--- src/rtl/ast_pkg.sv ---
package ast_pkg;
   localparam int          NUM_CHAN       = 12;
   localparam int          NUM_TRIG       = 8;
   localparam int          ADDR_W         = 8;
   localparam int          DATA_W         = 32;
   // register offsets
   localparam logic [7:0]  OFS_CTRL       = 8'h00;
   localparam logic [7:0]  OFS_STATUS     = 8'h04;
   // sequence_a_control field positions
   localparam int          CHAN_LSB       = 0;
   localparam int          CHAN_MSB       = 11;
   localparam int          TSEL_LSB       = 12;
   localparam int          TSEL_MSB       = 14;
   localparam int          POL_BIT        = 18;
   localparam int          SKIP_BIT       = 19;
   localparam int          START_BIT      = 26;
   localparam int          ENABLE_BIT     = 31;
   // status field positions
   localparam int          ST_BUSY_BIT    = 0;
   localparam int          ST_CHAN_LSB    = 4;
   localparam int          ST_CHAN_MSB    = 7;
   // reset values
   localparam logic [11:0] RST_CHAN       = 12'h000;
   localparam logic [2:0]  RST_TSEL       = 3'h0;
   localparam logic        RST_POL        = 1'b0;
   localparam logic        RST_SKIP       = 1'b0;
   // timing: a launch pulse lasts at least one system clock period
   localparam int          CLK_PERIOD_NS  = 10;
   localparam int          MIN_PULSE_NS   = 10;
   localparam int          MIN_PULSE_CYC  = (MIN_PULSE_NS + CLK_PERIOD_NS - 1) / CLK_PERIOD_NS;
   typedef enum logic [1:0] {
      SEQ_IDLE,
      SEQ_REQ,
      SEQ_WAIT
   } ast_seq_e;
endpackage

--- src/rtl/ast_trig_if.sv ---
`timescale 1ns/100ps
`default_nettype none
interface ast_trig_if;
   logic [7:0] trig;
   logic       seq_busy;
   modport device (input trig, output seq_busy);
   modport source (output trig, input seq_busy);
endinterface
`default_nettype wire

--- src/rtl/ast_seq_ctrl.sv ---
// Local design decisions: the address map and strobed register access.
`timescale 1ns/100ps
`default_nettype none
module ast_seq_ctrl
   import ast_pkg::*;
(
   // clock and reset
   input  wire logic              ref_clk,
   input  wire logic              rstn,
   // trigger link
   ast_trig_if.device             link,
   // register port
   input  wire logic [ADDR_W-1:0] reg_addr,
   input  wire logic [DATA_W-1:0] reg_wdata,
   input  wire logic              reg_wr,
   input  wire logic              reg_rd,
   output logic      [DATA_W-1:0] reg_rdata,
   // sequence mode inputs
   input  wire logic              seq_enable,
   input  wire logic              cont_mode,
   // converter side
   output logic                   conv_req,
   output logic      [3:0]        conv_chan,
   input  wire logic              conv_done
);
   logic [11:0]       chan_mask_r, chan_mask_nxt;
   logic [2:0]        trig_sel_r, trig_sel_nxt;
   logic              edge_pol_r, edge_pol_nxt;
   logic              sync_skip_r, sync_skip_nxt;
   logic              sw_launch_r, sw_launch_nxt;
   logic [DATA_W-1:0] rdata_r, rdata_nxt;
   logic [7:0]        s1_r, s2_r, s3_r, filt_r;
   logic [7:0]        s1_nxt, s2_nxt, s3_nxt, filt_nxt;
   logic              prev_sync_r, prev_sync_nxt;
   logic              prev_raw_r, prev_raw_nxt;
   logic              hw_edge;
   ast_seq_e          state_r, state_nxt;
   logic [3:0]        chan_r, chan_nxt;
   logic              req_r, req_nxt;
   logic              busy_r, busy_nxt;
   logic              launch;
   logic [4:0]        first_hit, next_hit;

   // returns {found, index} of the lowest set mask bit at or above 'from'
   function automatic logic [4:0] find_from(input logic [11:0] m, input logic [4:0] from);
      logic [4:0] r;
      r = 5'h00;
      for (int i = NUM_CHAN - 1; i >= 0; i--) begin
         if (m[i] && (5'(i) >= from)) begin
            r = {1'b1, 4'(i)};
         end
      end
      return r;
   endfunction

   // register file
   always_comb begin
      chan_mask_nxt = chan_mask_r;
      trig_sel_nxt  = trig_sel_r;
      edge_pol_nxt  = edge_pol_r;
      sync_skip_nxt = sync_skip_r;
      sw_launch_nxt = 1'b0;
      rdata_nxt     = '0;
      if (reg_wr) begin
         if (reg_addr == OFS_CTRL) begin
            // the mask is frozen while enabled; a write beside a low enable lands
            if (!seq_enable) begin
               chan_mask_nxt = reg_wdata[CHAN_MSB:CHAN_LSB];
            end
            // trigger setup is taken at any time; keeping it steady is up to software
            trig_sel_nxt  = reg_wdata[TSEL_MSB:TSEL_LSB];
            edge_pol_nxt  = reg_wdata[POL_BIT];
            sync_skip_nxt = reg_wdata[SKIP_BIT];
            sw_launch_nxt = reg_wdata[START_BIT];
         end
      end
      if (reg_rd) begin
         if (reg_addr == OFS_CTRL) begin
            rdata_nxt[CHAN_MSB:CHAN_LSB] = chan_mask_r;
            rdata_nxt[TSEL_MSB:TSEL_LSB] = trig_sel_r;
            rdata_nxt[POL_BIT]           = edge_pol_r;
            rdata_nxt[SKIP_BIT]          = sync_skip_r;
            rdata_nxt[ENABLE_BIT]        = seq_enable;
            // launch bit and unused ranges read as zero
         end else if (reg_addr == OFS_STATUS) begin
            rdata_nxt[ST_BUSY_BIT]             = busy_r;
            rdata_nxt[ST_CHAN_MSB:ST_CHAN_LSB] = chan_r;
         end else begin
            rdata_nxt = '0;
         end
      end
   end

   always_ff @(posedge ref_clk) begin
      if (!rstn) begin
         chan_mask_r <= RST_CHAN;
         trig_sel_r  <= RST_TSEL;
         edge_pol_r  <= RST_POL;
         sync_skip_r <= RST_SKIP;
         sw_launch_r <= 1'b0;
         rdata_r     <= '0;
      end else begin
         chan_mask_r <= chan_mask_nxt;
         trig_sel_r  <= trig_sel_nxt;
         edge_pol_r  <= edge_pol_nxt;
         sync_skip_r <= sync_skip_nxt;
         sw_launch_r <= sw_launch_nxt;
         rdata_r     <= rdata_nxt;
      end
   end

   // trigger path: three stages, a change counts once stages two and three agree
   always_comb begin
      s1_nxt = link.trig;
      s2_nxt = s1_r;
      s3_nxt = s2_r;
      filt_nxt = filt_r;
      for (int i = 0; i < NUM_TRIG; i++) begin
         if (s2_r[i] == s3_r[i]) begin
            filt_nxt[i] = s3_r[i];
         end
      end
      prev_sync_nxt = filt_r[trig_sel_r];
      // bypass samples the raw pin; only safe for sources meeting the pulse width
      prev_raw_nxt  = link.trig[trig_sel_r];
      hw_edge = 1'b0;
      if (sync_skip_r) begin
         hw_edge = edge_pol_r ? (link.trig[trig_sel_r] && !prev_raw_r)
                              : (!link.trig[trig_sel_r] && prev_raw_r);
      end else begin
         hw_edge = edge_pol_r ? (filt_r[trig_sel_r] && !prev_sync_r)
                              : (!filt_r[trig_sel_r] && prev_sync_r);
      end
   end

   always_ff @(posedge ref_clk) begin
      if (!rstn) begin
         s1_r        <= '0;
         s2_r        <= '0;
         s3_r        <= '0;
         filt_r      <= '0;
         prev_sync_r <= 1'b0;
         prev_raw_r  <= 1'b0;
      end else begin
         s1_r        <= s1_nxt;
         s2_r        <= s2_nxt;
         s3_r        <= s3_nxt;
         filt_r      <= filt_nxt;
         prev_sync_r <= prev_sync_nxt;
         prev_raw_r  <= prev_raw_nxt;
      end
   end

   // sequencer
   always_comb begin
      // the launch bit counts only while enabled and outside continuous mode; hardware edges count whenever enabled
      launch    = seq_enable && ((sw_launch_r && !cont_mode) || hw_edge || cont_mode);
      first_hit = find_from(chan_mask_r, 5'h00);
      next_hit  = find_from(chan_mask_r, {1'b0, chan_r} + 5'h01);
      state_nxt = state_r;
      chan_nxt  = chan_r;
      req_nxt   = 1'b0;
      busy_nxt  = 1'b1;
      case (state_r)
         SEQ_IDLE: begin
            busy_nxt = 1'b0;
            if (launch && first_hit[4]) begin
               chan_nxt  = first_hit[3:0];
               req_nxt   = 1'b1;
               busy_nxt  = 1'b1;
               state_nxt = SEQ_REQ;
            end
         end
         SEQ_REQ: begin
            state_nxt = SEQ_WAIT;
         end
         SEQ_WAIT: begin
            if (!seq_enable) begin
               // disabling abandons the pass; the converter result is dropped
               busy_nxt  = 1'b0;
               state_nxt = SEQ_IDLE;
            end else if (conv_done) begin
               if (next_hit[4]) begin
                  chan_nxt  = next_hit[3:0];
                  req_nxt   = 1'b1;
                  state_nxt = SEQ_REQ;
               end else if (cont_mode && first_hit[4]) begin
                  chan_nxt  = first_hit[3:0];
                  req_nxt   = 1'b1;
                  state_nxt = SEQ_REQ;
               end else begin
                  busy_nxt  = 1'b0;
                  state_nxt = SEQ_IDLE;
               end
            end
         end
         default: begin
            busy_nxt  = 1'b0;
            state_nxt = SEQ_IDLE;
         end
      endcase
   end

   always_ff @(posedge ref_clk) begin
      if (!rstn) begin
         state_r <= SEQ_IDLE;
         chan_r  <= 4'h0;
         req_r   <= 1'b0;
         busy_r  <= 1'b0;
      end else begin
         state_r <= state_nxt;
         chan_r  <= chan_nxt;
         req_r   <= req_nxt;
         busy_r  <= busy_nxt;
      end
   end

   assign reg_rdata     = rdata_r;
   assign conv_req      = req_r;
   assign conv_chan     = chan_r;
   assign link.seq_busy = busy_r;
endmodule
`default_nettype wire

--- src/flat_wrapper.sv ---
// flat-port wrapper written by rule: the top's interface ports become plain ports
module ast_seq_ctrl_flat import ast_pkg::*;
  (ref_clk, rstn, reg_addr, reg_wdata, reg_wr, reg_rd, reg_rdata, seq_enable, cont_mode, conv_req, conv_chan, conv_done, link_trig, link_seq_busy);
  ast_trig_if link_i ();
  input  wire logic ref_clk;
  input  wire logic rstn;
  input  wire logic [ADDR_W-1:0] reg_addr;
  input  wire logic [DATA_W-1:0] reg_wdata;
  input  wire logic reg_wr;
  input  wire logic reg_rd;
  output logic      [DATA_W-1:0] reg_rdata;
  input  wire logic seq_enable;
  input  wire logic cont_mode;
  output logic conv_req;
  output logic      [3:0] conv_chan;
  input  wire logic conv_done;
  input wire logic [$bits(link_i.trig)-1:0] link_trig;
  output wire logic [$bits(link_i.seq_busy)-1:0] link_seq_busy;
  assign link_i.trig = link_trig;
  assign link_seq_busy = link_i.seq_busy;
  ast_seq_ctrl u_core (.ref_clk(ref_clk), .rstn(rstn), .link(link_i), .reg_addr(reg_addr), .reg_wdata(reg_wdata), .reg_wr(reg_wr), .reg_rd(reg_rd), .reg_rdata(reg_rdata), .seq_enable(seq_enable), .cont_mode(cont_mode), .conv_req(conv_req), .conv_chan(conv_chan), .conv_done(conv_done));
endmodule
--- config.mk ---
export PLATFORM = sky130hd
export DESIGN_NAME = ast_seq_ctrl_flat
export DESIGN_NICKNAME = d
export VERILOG_FILES = /design/src/rtl/ast_pkg.sv /design/src/rtl/ast_trig_if.sv /design/src/rtl/ast_seq_ctrl.sv /design/src/flat_wrapper.sv
export SDC_FILE = /design/constraint.sdc
export NUM_CORES = 1
export LEC_CHECK = 0
export BUFFER_PORTS_ARGS = -buffer_cell sky130_fd_sc_hd__buf_2
export CAP_MARGIN = 10
export CELL_PAD_IN_SITES_DETAIL_PLACEMENT = 1
export CELL_PAD_IN_SITES_GLOBAL_PLACEMENT = 1
export CORE_ASPECT_RATIO = 1.75
export CORE_MARGIN = 2
export CORE_UTILIZATION = 35
export CTS_BUF_LIST = sky130_fd_sc_hd__clkbuf_16
export CTS_CLUSTER_DIAMETER = 40
export CTS_CLUSTER_SIZE = 24
export DETAILED_ROUTE_END_ITERATION = 8
export PLACE_DENSITY_LB_ADDON = 0.1
export SLEW_MARGIN = 20
export SYNTH_ARGS = -nofsm -noshare
export SYNTH_HDL_FRONTEND = slang
export SYNTH_SLANG_ARGS = --single-unit
export TNS_END_PERCENT = 50
--- constraint.sdc ---
create_clock -name ref_clk -period 2.6 [get_ports ref_clk]
set_input_delay 0.52 -clock ref_clk [delete_from_list [all_inputs] [get_ports ref_clk]]
set_output_delay 0.52 -clock ref_clk [all_outputs]
set_load 0.005 [all_outputs]
==> impl.org, run 1 <==
** Outcome
- The run finished, with violations left.
- Violations in the final reports :: setup timing

** Critical path
- The number of buffers and inverters on the critical path is 3.
- Library cell appearing most often on the critical path :: sky130_fd_sc_hd__buf_6
- Reg-to-reg slack, setup :: -40 ps
- The most critical setup path has its startpoint at u_core.conv_chan[0].
- Worst setup EP type :: flip-flop
- On the critical path the largest part of the delay comes from compound AO/OA/AOI/OAI gates.
- Max FO, Critical Path :: 4
- Slowest cell on the critical path :: sky130_fd_sc_hd__or3b_4
- At the worst endpoint, the required time is 2830 ps.
- In this design, the stage delay of the slowest critical-path cell is 410 ps.
- List of cells traversed by the critical path :: inv_2 -> ha_4 -> or3b_4 -> buf_6 -> a221oi_4 -> o32ai_2 -> nand2b_4 -> o21ai_2 -> buf_6 -> o211ai_1 -> a311oi_2
- Startpoint kind of the worst setup timing path :: flip-flop
- Terminus of the critical flop-to-flop path :: u_core.conv_chan[0]
- Reg2Reg Depth :: 11
- STA puts the critical path data arrival time at 2870 ps.
- By startpoint and endpoint, the worst setup path is classified as flip-flop to flip-flop.
- In this run the critical register-to-register path is launched from u_core.conv_chan[0].

** GRT
- Met2 Track Usage GR :: 37.6%
- The total overflow left after global routing is 0.
- Entering global routing, the biggest net connects 29 pins.
- Number of antenna violations at the first check in global routing :: 0
- Wire length of the first global-routing pass :: 16300 um
- Total GRT Usage :: 20.2%
- In the global route stage, met3 resource usage came out at under 10%.
- Busiest layer in global routing :: met2
- Vias in the first global route :: 3206
- In the global route stage, met1 resource usage came out at 20.2%.

** Finish
- Number of antenna diodes :: 0
- From synthesis to final layout, the design area changed by 34.8%.
- Final #Nets :: 534
- Share of cells above drive strength 1 :: a little over a third
- Filler cells :: around 1200
- Excluding fillers, the count of instances in the completed layout stands at 605.

** Clock tree
- Clock Path Buffers :: 2
- The tree is rooted in a sky130_fd_sc_hd__clkbuf_16.
- For this design, the CTS-stage hold fixing added 0 buffers.
- Number of levels in the clock H-tree :: 3
- TritonCTS built the clock tree.
- Clock-pin slew was measured on the worst setup and hold paths at 60 ps.
- Clock tree synthesis found a total of ~80 sinks.
- At the later pin of the worst-skew pair, clock insertion delay measures 340 ps.
- Clock tree synthesis inserted a total of 9 buffers.

** Place
- IO Port Bufs :: 64
- Routability-driven placement finished with a final weighted congestion of between 0.8 and 0.9.
- The number of placed instances, taps included, is 585.
- DP HPWL :: around 8000 um

** Drt
- Number of detailed-routing iterations run before antenna repair :: 4
- Detailed routing inserted a total of roughly 3000 vias.
- The first routing iteration left 70 violations.
- Final wirelength :: 10400 um
- Antenna Nets Post-Route :: 0
- For this run, design rule violations remaining after detail routing come to 0.
- Routed vias/inst :: between 4 and 5
- After detailed routing, the average wire length per cell comes to 17.1 um.

** STA
- Of the available clock period, the critical path in the final layout requires 101%.
- Max Fclk :: 380 MHz
- Setup repair after global routing could not meet its margin everywhere.
- The final count of pins violating max slew came to 0.
- Setup violations remaining at the end of the flow were counted as 3.
- Across all setup checks in the final design, the least slack found is -35.0 ps.
- Slew margin rel. :: ~54%
- Max Clock Skew :: 10.8 ps
- The routed design could run at a clock period as short as about 2600 ps.
- Final hold analysis gives a worst-case slack of roughly 400 ps.
- Final Hold Vio Count :: 0
- For the pin with the worst max-slew slack, the measured transition is 683 ps.

** Synth
- In the synthesized netlist the dominant register cell turns out to be sky130_fd_sc_hd__dfxtp_1.
- Of all flip-flops after synthesis, the portion carrying an async set or reset was 0%.
- Synth Register Bits :: a little under 80
- The synthesized design contains 0 enable-type register cells.
- Of the synthesized area, sequential elements account for 44.7%.
- In this run the biggest area consumer among cell types represents 44.7% of the synthesized area.
- Area contributors post-synth :: sky130_fd_sc_hd__dfxtp_1 45%, sky130_fd_sc_hd__mux2i_1 7.7%, sky130_fd_sc_hd__and2_1 7.2%
- The synthesized netlist occupies a cell area of 3490 sq um.
- Summed over all instances, the cell type with the most area after synthesis is sky130_fd_sc_hd__dfxtp_1.
- Synthesis handed over a netlist of 370 instances.
- The commonest cells after synthesis are 78 x sky130_fd_sc_hd__dfxtp_1, 40 x sky130_fd_sc_hd__and2_1, 39 x sky130_fd_sc_hd__nor2_1.
- The average instance in the mapped netlist occupies 9.44 sq um.
- Number of distinct standard cells referenced by the synthesized netlist :: 57
- Most common cell in the synthesized netlist :: sky130_fd_sc_hd__dfxtp_1
- Number of warnings reported in the yosys synthesis log :: 0

** Die
- The initialized floorplan defines 48 standard-cell rows.
- The initial utilization of the core area, before any placement, comes to 35.7%.
- The total area inside the core boundary comes to 9790 sq um.
- Top-level I/O count :: 93
- Measured along the x axis, the die boundary spans 79.5 um.
- The die is 136 um tall.
- Die outline area :: between 10000 and 15000 sq um

** Run
- Across the run, the number of max-cap violations was 0.

** Min path
- Hold path depth :: 3
- The worst hold path begins at reg_wdata[26].
- The worst hold path belongs to the class primary input to flip-flop.
- End point of the worst hold path :: u_core.sw_launch_r

** Power
- Power Density :: about 540 nW/um^2
- Peak ir drop on the vdd network :: roughly 0.00038 V
- Leakage :: 1.95 nW
[logic make-up after synthesis]
group / count (synthesis) / synth area share [%]
adder cells (fa/ha/maj): 4 / 1.43
buffers and inverters: 39 / 6.30
XOR/XNOR: 1 / 0.251
other: 1 / 0.107
multiplexers: 32 / 10.7
AO/OA/AOI/OAI: 74 / 15.0
AND/OR/NAND/NOR: 141 / 21.5
flip-flops: 78 / 44.7
[area by class of cell]
cell class,count,area (sq um),share of cell area (%)
Multi-Input combinational cell,266,1960,41.6
Sequential cell,78,1570,33.2
Timing Repair Buffer,110,702,14.9
Clock buffer,9,225,4.78
Tap cell,125,156,3.32
Clock inverter,7,63.8,1.35
Inverter,10,37.5,0.797
[sequential cells by signal (all words and copies together) (netlist names), 2 cells and up]
register            count
u_core.s2_r             8
u_core.reg_rdata       18
u_core.s1_r             8
u_core.s3_r             8
u_core.chan_mask_r     12
u_core.conv_chan        4
u_core.filt_r           8
u_core.state_r          2
u_core.trig_sel_r       3
[per-stage QoR]
stage | setup TNS [ps] | worst slack, ps | util [%] | cell area (sq um) | total power [mW]
final | -95.8 | -35.0 | 48.1 | 4710 | 2.55
after global routing | -581 | -165 | 48.1 | 4710 | 2.65
after CTS | -414 | -122 | 47.0 | 4600 | 2.58
after detailed placement | -998 | -300 | 42.8 | 4190 | 1.34
after global placement | -600 | -222 | 42.8 | 4190 | 1.33
after floorplan | 0 | 10.9 | - | 3560 | 1.30
[worst register-to-register path, stage by stage (launching register included)]
cell,delay (ps)
sky130_fd_sc_hd__dfxtp_4,370
sky130_fd_sc_hd__inv_2,50
sky130_fd_sc_hd__ha_4,260
sky130_fd_sc_hd__or3b_4,410
sky130_fd_sc_hd__buf_6,140
sky130_fd_sc_hd__a221oi_4,260
sky130_fd_sc_hd__o32ai_2,150
sky130_fd_sc_hd__nand2b_4,160
sky130_fd_sc_hd__o21ai_2,150
sky130_fd_sc_hd__buf_6,120
sky130_fd_sc_hd__o211ai_1,140
sky130_fd_sc_hd__a311oi_2,330
[metal layers]
metal,wire length [um],vias to the layer above
met2,5880,62
met3,316,28
met5,0,-
met1,3760,1456
met4,420,0
li1,-,1475
[cells in the final DEF (no fill, tap or decap), drive strengths merged, types with 5 or more instances in the layout]
master | netlist | layout
and2 | 40 | 40
o21ai | 17 | 17
nand2b | 6 | 6
inv | 10 | 11
buf | 19 | 110
dfxtp | 78 | 78
nand3 | 5 | 5
nor2 | 39 | 39
mux2i | 28 | 28
nor2b | 5 | 5
nand2 | 18 | 18
clkbuf | 10 | 9
a21oi | 16 | 16
nor3 | 6 | 6
conb | 1 | 14
[power breakdown]
part	internal, mW	leakage (nW)	switching (mW)	total [mW]
Sequential	1.21	0.634	0.00667	1.22
Combinational	0.0451	1.18	0.0506	0.0957
Clock	0.736	0.141	0.496	1.23
Total	1.99	1.95	0.553	2.55
[worst max-delay path by stage]
stage | end | slack, ps | cells after the start
2_1_floorplan | u_core.conv_chan[3] | 10 | 10
5_1_grt | u_core.conv_chan[3] | -170 | 10
3_5_place_dp | u_core.conv_chan[0] | -300 | 12
4_1_cts | u_core.conv_chan[1] | -120 | 9
6_report | u_core.conv_chan[0] | -40 | 11
3_3_place_gp | u_core.conv_chan[0] | -220 | 12
[repair_timing]
action,CTS,global route
buffers inserted,3,1
gates resized for setup,23,20
endpoints found under the setup margin,6,7
pin swaps,7,13
No activity file was read; power rests on OpenSTA's default activity.
==> run 2: changes to the inputs <==
--- a/config.mk
+++ b/config.mk
@@ -17,6 +17,7 @@
 export CTS_CLUSTER_SIZE = 24
 export DETAILED_ROUTE_END_ITERATION = 8
 export PLACE_DENSITY_LB_ADDON = 0.1
+export SKIP_CTS_REPAIR_TIMING = 1
 export SLEW_MARGIN = 20
 export SYNTH_ARGS = -nofsm -noshare
 export SYNTH_HDL_FRONTEND = slang
==> run 2 against run 1 <==
  * Worst hold slack worse by 7.7 ps
  * Final area down 2.8%
  * Largest power group unchanged
  * Critical path depth down 1
  * Sequential power about the same
  * Sequential cell count unchanged
  * First-iteration DRC count up 46%
  * Core utilization down 1.3 points
  * Worst setup slack worse by 150 ps
  * The run still ends with setup timing left
  * Cell count down 0.50%
  * Global-route usage down 0.30 points
  * Die area unchanged
==> impl.org, run 2 (same netlist as run 1, synthesis figures left out) <==
** Outcome
- The flow ran to the end, but the final reports show violations.
- The final reports fail on setup timing.

** Power
- Net switching fraction of the power :: 21.6% (-0.11 points)
- The internal power summed over all cells was 1.99 mW (-0.13%).
- The share of total power in combinational logic came to 3.6% (-0.2 points).
- The net switching power came to 549 uW (-0.78%).
- Register share of total power :: 47.9% (about the same)
- The standby leakage power is 1.93 nW (-1.4%).
- The power density over the cells was 554 nW/um^2 (+2.6%).
- The clock network power share came to 48.5% (about the same).
- The overall power consumption is 2.54 mW (-0.27%).
- Peak ir drop on the vdd network :: 0.000372 V (-1.5%)

** Place
- DP HPWL :: 7970 um (unchanged)
- Placed Cells :: 585 (unchanged)
- Pre-CTS setup slack :: -300 ps (unchanged)
- The final weighted congestion in routability-driven placement is 0.883 (unchanged).
- Placed instance area :: 4190 sq um (unchanged)
- IO Port Bufs :: 64 (unchanged)

** Clock tree
- The clock net sink count was 78 (unchanged).
- The number of buffers added by the clock tree synthesis step came to 9 (unchanged).
- The insertion delay of the later-clocked pin in the worst-skew pair is 340 ps (about the same).
- The clock tree buffer depth was 2 (unchanged).
- Number of levels in the clock H-tree :: 3 (unchanged)
- Root buf cell :: sky130_fd_sc_hd__clkbuf_16
- Clock transition at the register clock pins on the worst setup and hold paths after CTS :: 60 ps (about the same)
- TritonCTS built the clock tree.

** STA
- Final TNS setup :: -602 ps (-506 ps)
- Min Clock Period, post-route :: 2790 ps (+151 ps)
- The final count of pins violating max slew came to 0 (unchanged).
- The worst slew margin relative to its limit was 58.0% (+3.6 points).
- Final Hold Slack :: 402 ps (-7.75 ps)
- Worst-case setup margin in the final layout :: -186 ps (-151 ps)
- Max Fclk :: 359 MHz (-5.4%)
- Max Clock Skew :: 9.31 ps (-1.52 ps)
- The hold violation count in the final report came to 0 (unchanged).
- Setup repair after global routing could not meet its margin everywhere.
- Part of the cycle the worst path needs :: 107% (+5.8 points)
- The transition time at the pin with the least slew margin is 629 ps (-54.2 ps).
- Number of failing setup endpoints in the final timing report :: 5 (+2)

** Critical path
- Arrival time of data at the critical path endpoint :: 3010 ps (+140 ps)
- List of cells traversed by the critical path :: inv_4 -> ha_4 -> or3b_4 -> o21a_4 -> o41ai_4 -> nand2b_1 -> o21ai_1 -> buf_4 -> o211ai_1 -> a311oi_2
- Reg-to-reg slack, setup :: -190 ps (-150 ps)
- Max FO, Critical Path :: 4 (unchanged)
- Reg2Reg Depth :: 10 (-1)
- Startpoint kind of the worst setup timing path :: flip-flop
- The worst register-to-register path begins at u_core.conv_chan[1].
- Terminus of the critical flop-to-flop path :: u_core.conv_chan[0]
- Slowest cell on the critical path :: sky130_fd_sc_hd__o41ai_4
- Required time reported for the critical path endpoint :: 2830 ps (about the same)
- Maximum single-stage delay on the critical path :: 450 ps (+40 ps)
- Worst setup path class :: flip-flop to flip-flop
- STA classifies the critical path endpoint as a flip-flop.

** GRT
- Largest net degree at the start of global routing :: 29 (unchanged)
- Total GRT Usage :: 19.9% (-0.30 points)
- Number of antenna violations at the first check in global routing :: 0 (unchanged)
- Aggregate global routing overflow :: 0 (unchanged)
- The wire length of the first global-routing pass is 16100 um (-1.5%).
- Vias in the first global route :: 3122 (-2.6%)

** Drt
- Final wirelength :: 10100 um (-2.2%)
- The iteration-0 DRC count of the detailed router is 102 (+46%).
- The total via count after detailed routing is 2982 (-1.3%).
- The remaining number of nets flagged by the antenna check after routing was 0 (unchanged).
- Routed vias/inst :: 4.95 (-0.80%)
- The routed length per placed instance is 16.8 um (-1.7%).
- The total iterations of the first detailed-routing run was 4 (unchanged).
- The DRC violation count after routing was 0 (unchanged).

** Finish
- Synth-to-Final Area Change :: 31.1%
- Finished Cell Area :: 4580 sq um (-2.8%)
- The final-stage net count is 531 (-0.56%).
- Core occupancy in the finished layout :: 46.8% (-1.3 points)
- Leading cell type in the layout, fill and taps excluded :: sky130_fd_sc_hd__dfxtp_1
- Top library cells by usage in the layout, fill and taps aside :: 76 x sky130_fd_sc_hd__dfxtp_1, 64 x sky130_fd_sc_hd__buf_2, 41 x sky130_fd_sc_hd__buf_4
- Filler cells :: 1168 (+0.60%)
- Final Instance Count excl. Fillers :: 602 (-0.50%)
- The antenna diode count was 0 (unchanged).
- The number of flip-flops in the largest register is 18 (unchanged).
- Share of cells above drive strength 1 :: 31.7% (-3.3 points)

** Die
- The placeable core region is 9790 sq um (unchanged).
- The die outline area came to 10800 sq um (unchanged).
- Initial cell density of the core :: 35.7% (unchanged)
- Die X-Extent :: 79.5 um (unchanged)
- The top-level port count came to 93 (unchanged).
- Vertical die dimension :: 136 um (unchanged)
- Number of rows in the core area :: 48 (unchanged)

** Min path
- For hold timing, the worst endpoint is u_core.s1_r[0].
- The min-delay analysis places its worst path in the category primary input to flip-flop.
- The number of cells on the worst hold path came to 2 (-1).
- The startpoint identified for the worst hold timing path is link_trig[0].

** Run
- Max-capacitance violation count :: 0 (unchanged)
[run 2: changes by cell type in the layout (fill, tap and decap cells not counted), sizes merged]
| cell | previous run | this run |
|---|---|---|
| buf | 110 | 107 |
[run 2: cell type report]
| type | instances | area [sq um] | share of cell area (%) |
|---|---|---|---|
| multi-input combinational | 266 | 1860 | 40.6 |
| timing repair buffer | 107 | 668 | 14.6 |
| clock inverter | 7 | 63.8 | 1.39 |
| tap | 125 | 156 | 3.41 |
| inverter | 10 | 40.0 | 0.874 |
| sequential | 78 | 1570 | 34.2 |
| clock buffer | 9 | 225 | 4.92 |
[run 2: worst max-delay path: cells and delay by family, from the launching register on]
family                   cells  cell delay [ps]
AO/OA/AOI/OAI                5             1320
AND/OR/NAND/NOR              2              540
flip-flops                   1              370
buffers and inverters        2              190
adder cells (fa/ha/maj)      1              260
[run 2: how the worst max path moves through the flow]
| stage | start | to | slack (ps) | cells past startpoint |
|---|---|---|---|---|
| 2_1_floorplan | u_core.conv_chan[0] | u_core.conv_chan[3] | 10 | 10 |
| 3_3_place_gp | u_core.conv_chan[0] | u_core.conv_chan[0] | -220 | 12 |
| 3_5_place_dp | u_core.conv_chan[0] | u_core.conv_chan[0] | -300 | 12 |
| 4_1_cts | u_core.conv_chan[0] | u_core.conv_chan[0] | -320 | 12 |
| 5_1_grt | u_core.conv_chan[0] | u_core.conv_chan[0] | -340 | 10 |
| 6_report | u_core.conv_chan[1] | u_core.conv_chan[0] | -190 | 10 |
[run 2: power by group through the flow]
stage	combinational, mW	sequential, mW	clock, mW
finish	0.0916	1.22	1.23
CTS	0.0928	1.22	1.27
floorplan	0.0584	1.24	0
global placement	0.0902	1.24	0
detailed placement	0.0925	1.24	0
global route	0.103	1.22	1.32
[run 2: layer usage]
| layer | vias to the layer above | wire length, um | global-route usage, % |
|---|---|---|---|
| li1 | 1467 | - | - |
| met1 | 1441 | 3690 | 19.9 |
| met2 | 55 | 5850 | 37.8 |
| met3 | 19 | 345 | 4.52 |
| met4 | 0 | 254 | 8.91 |
| met5 | - | 0 | 0 |
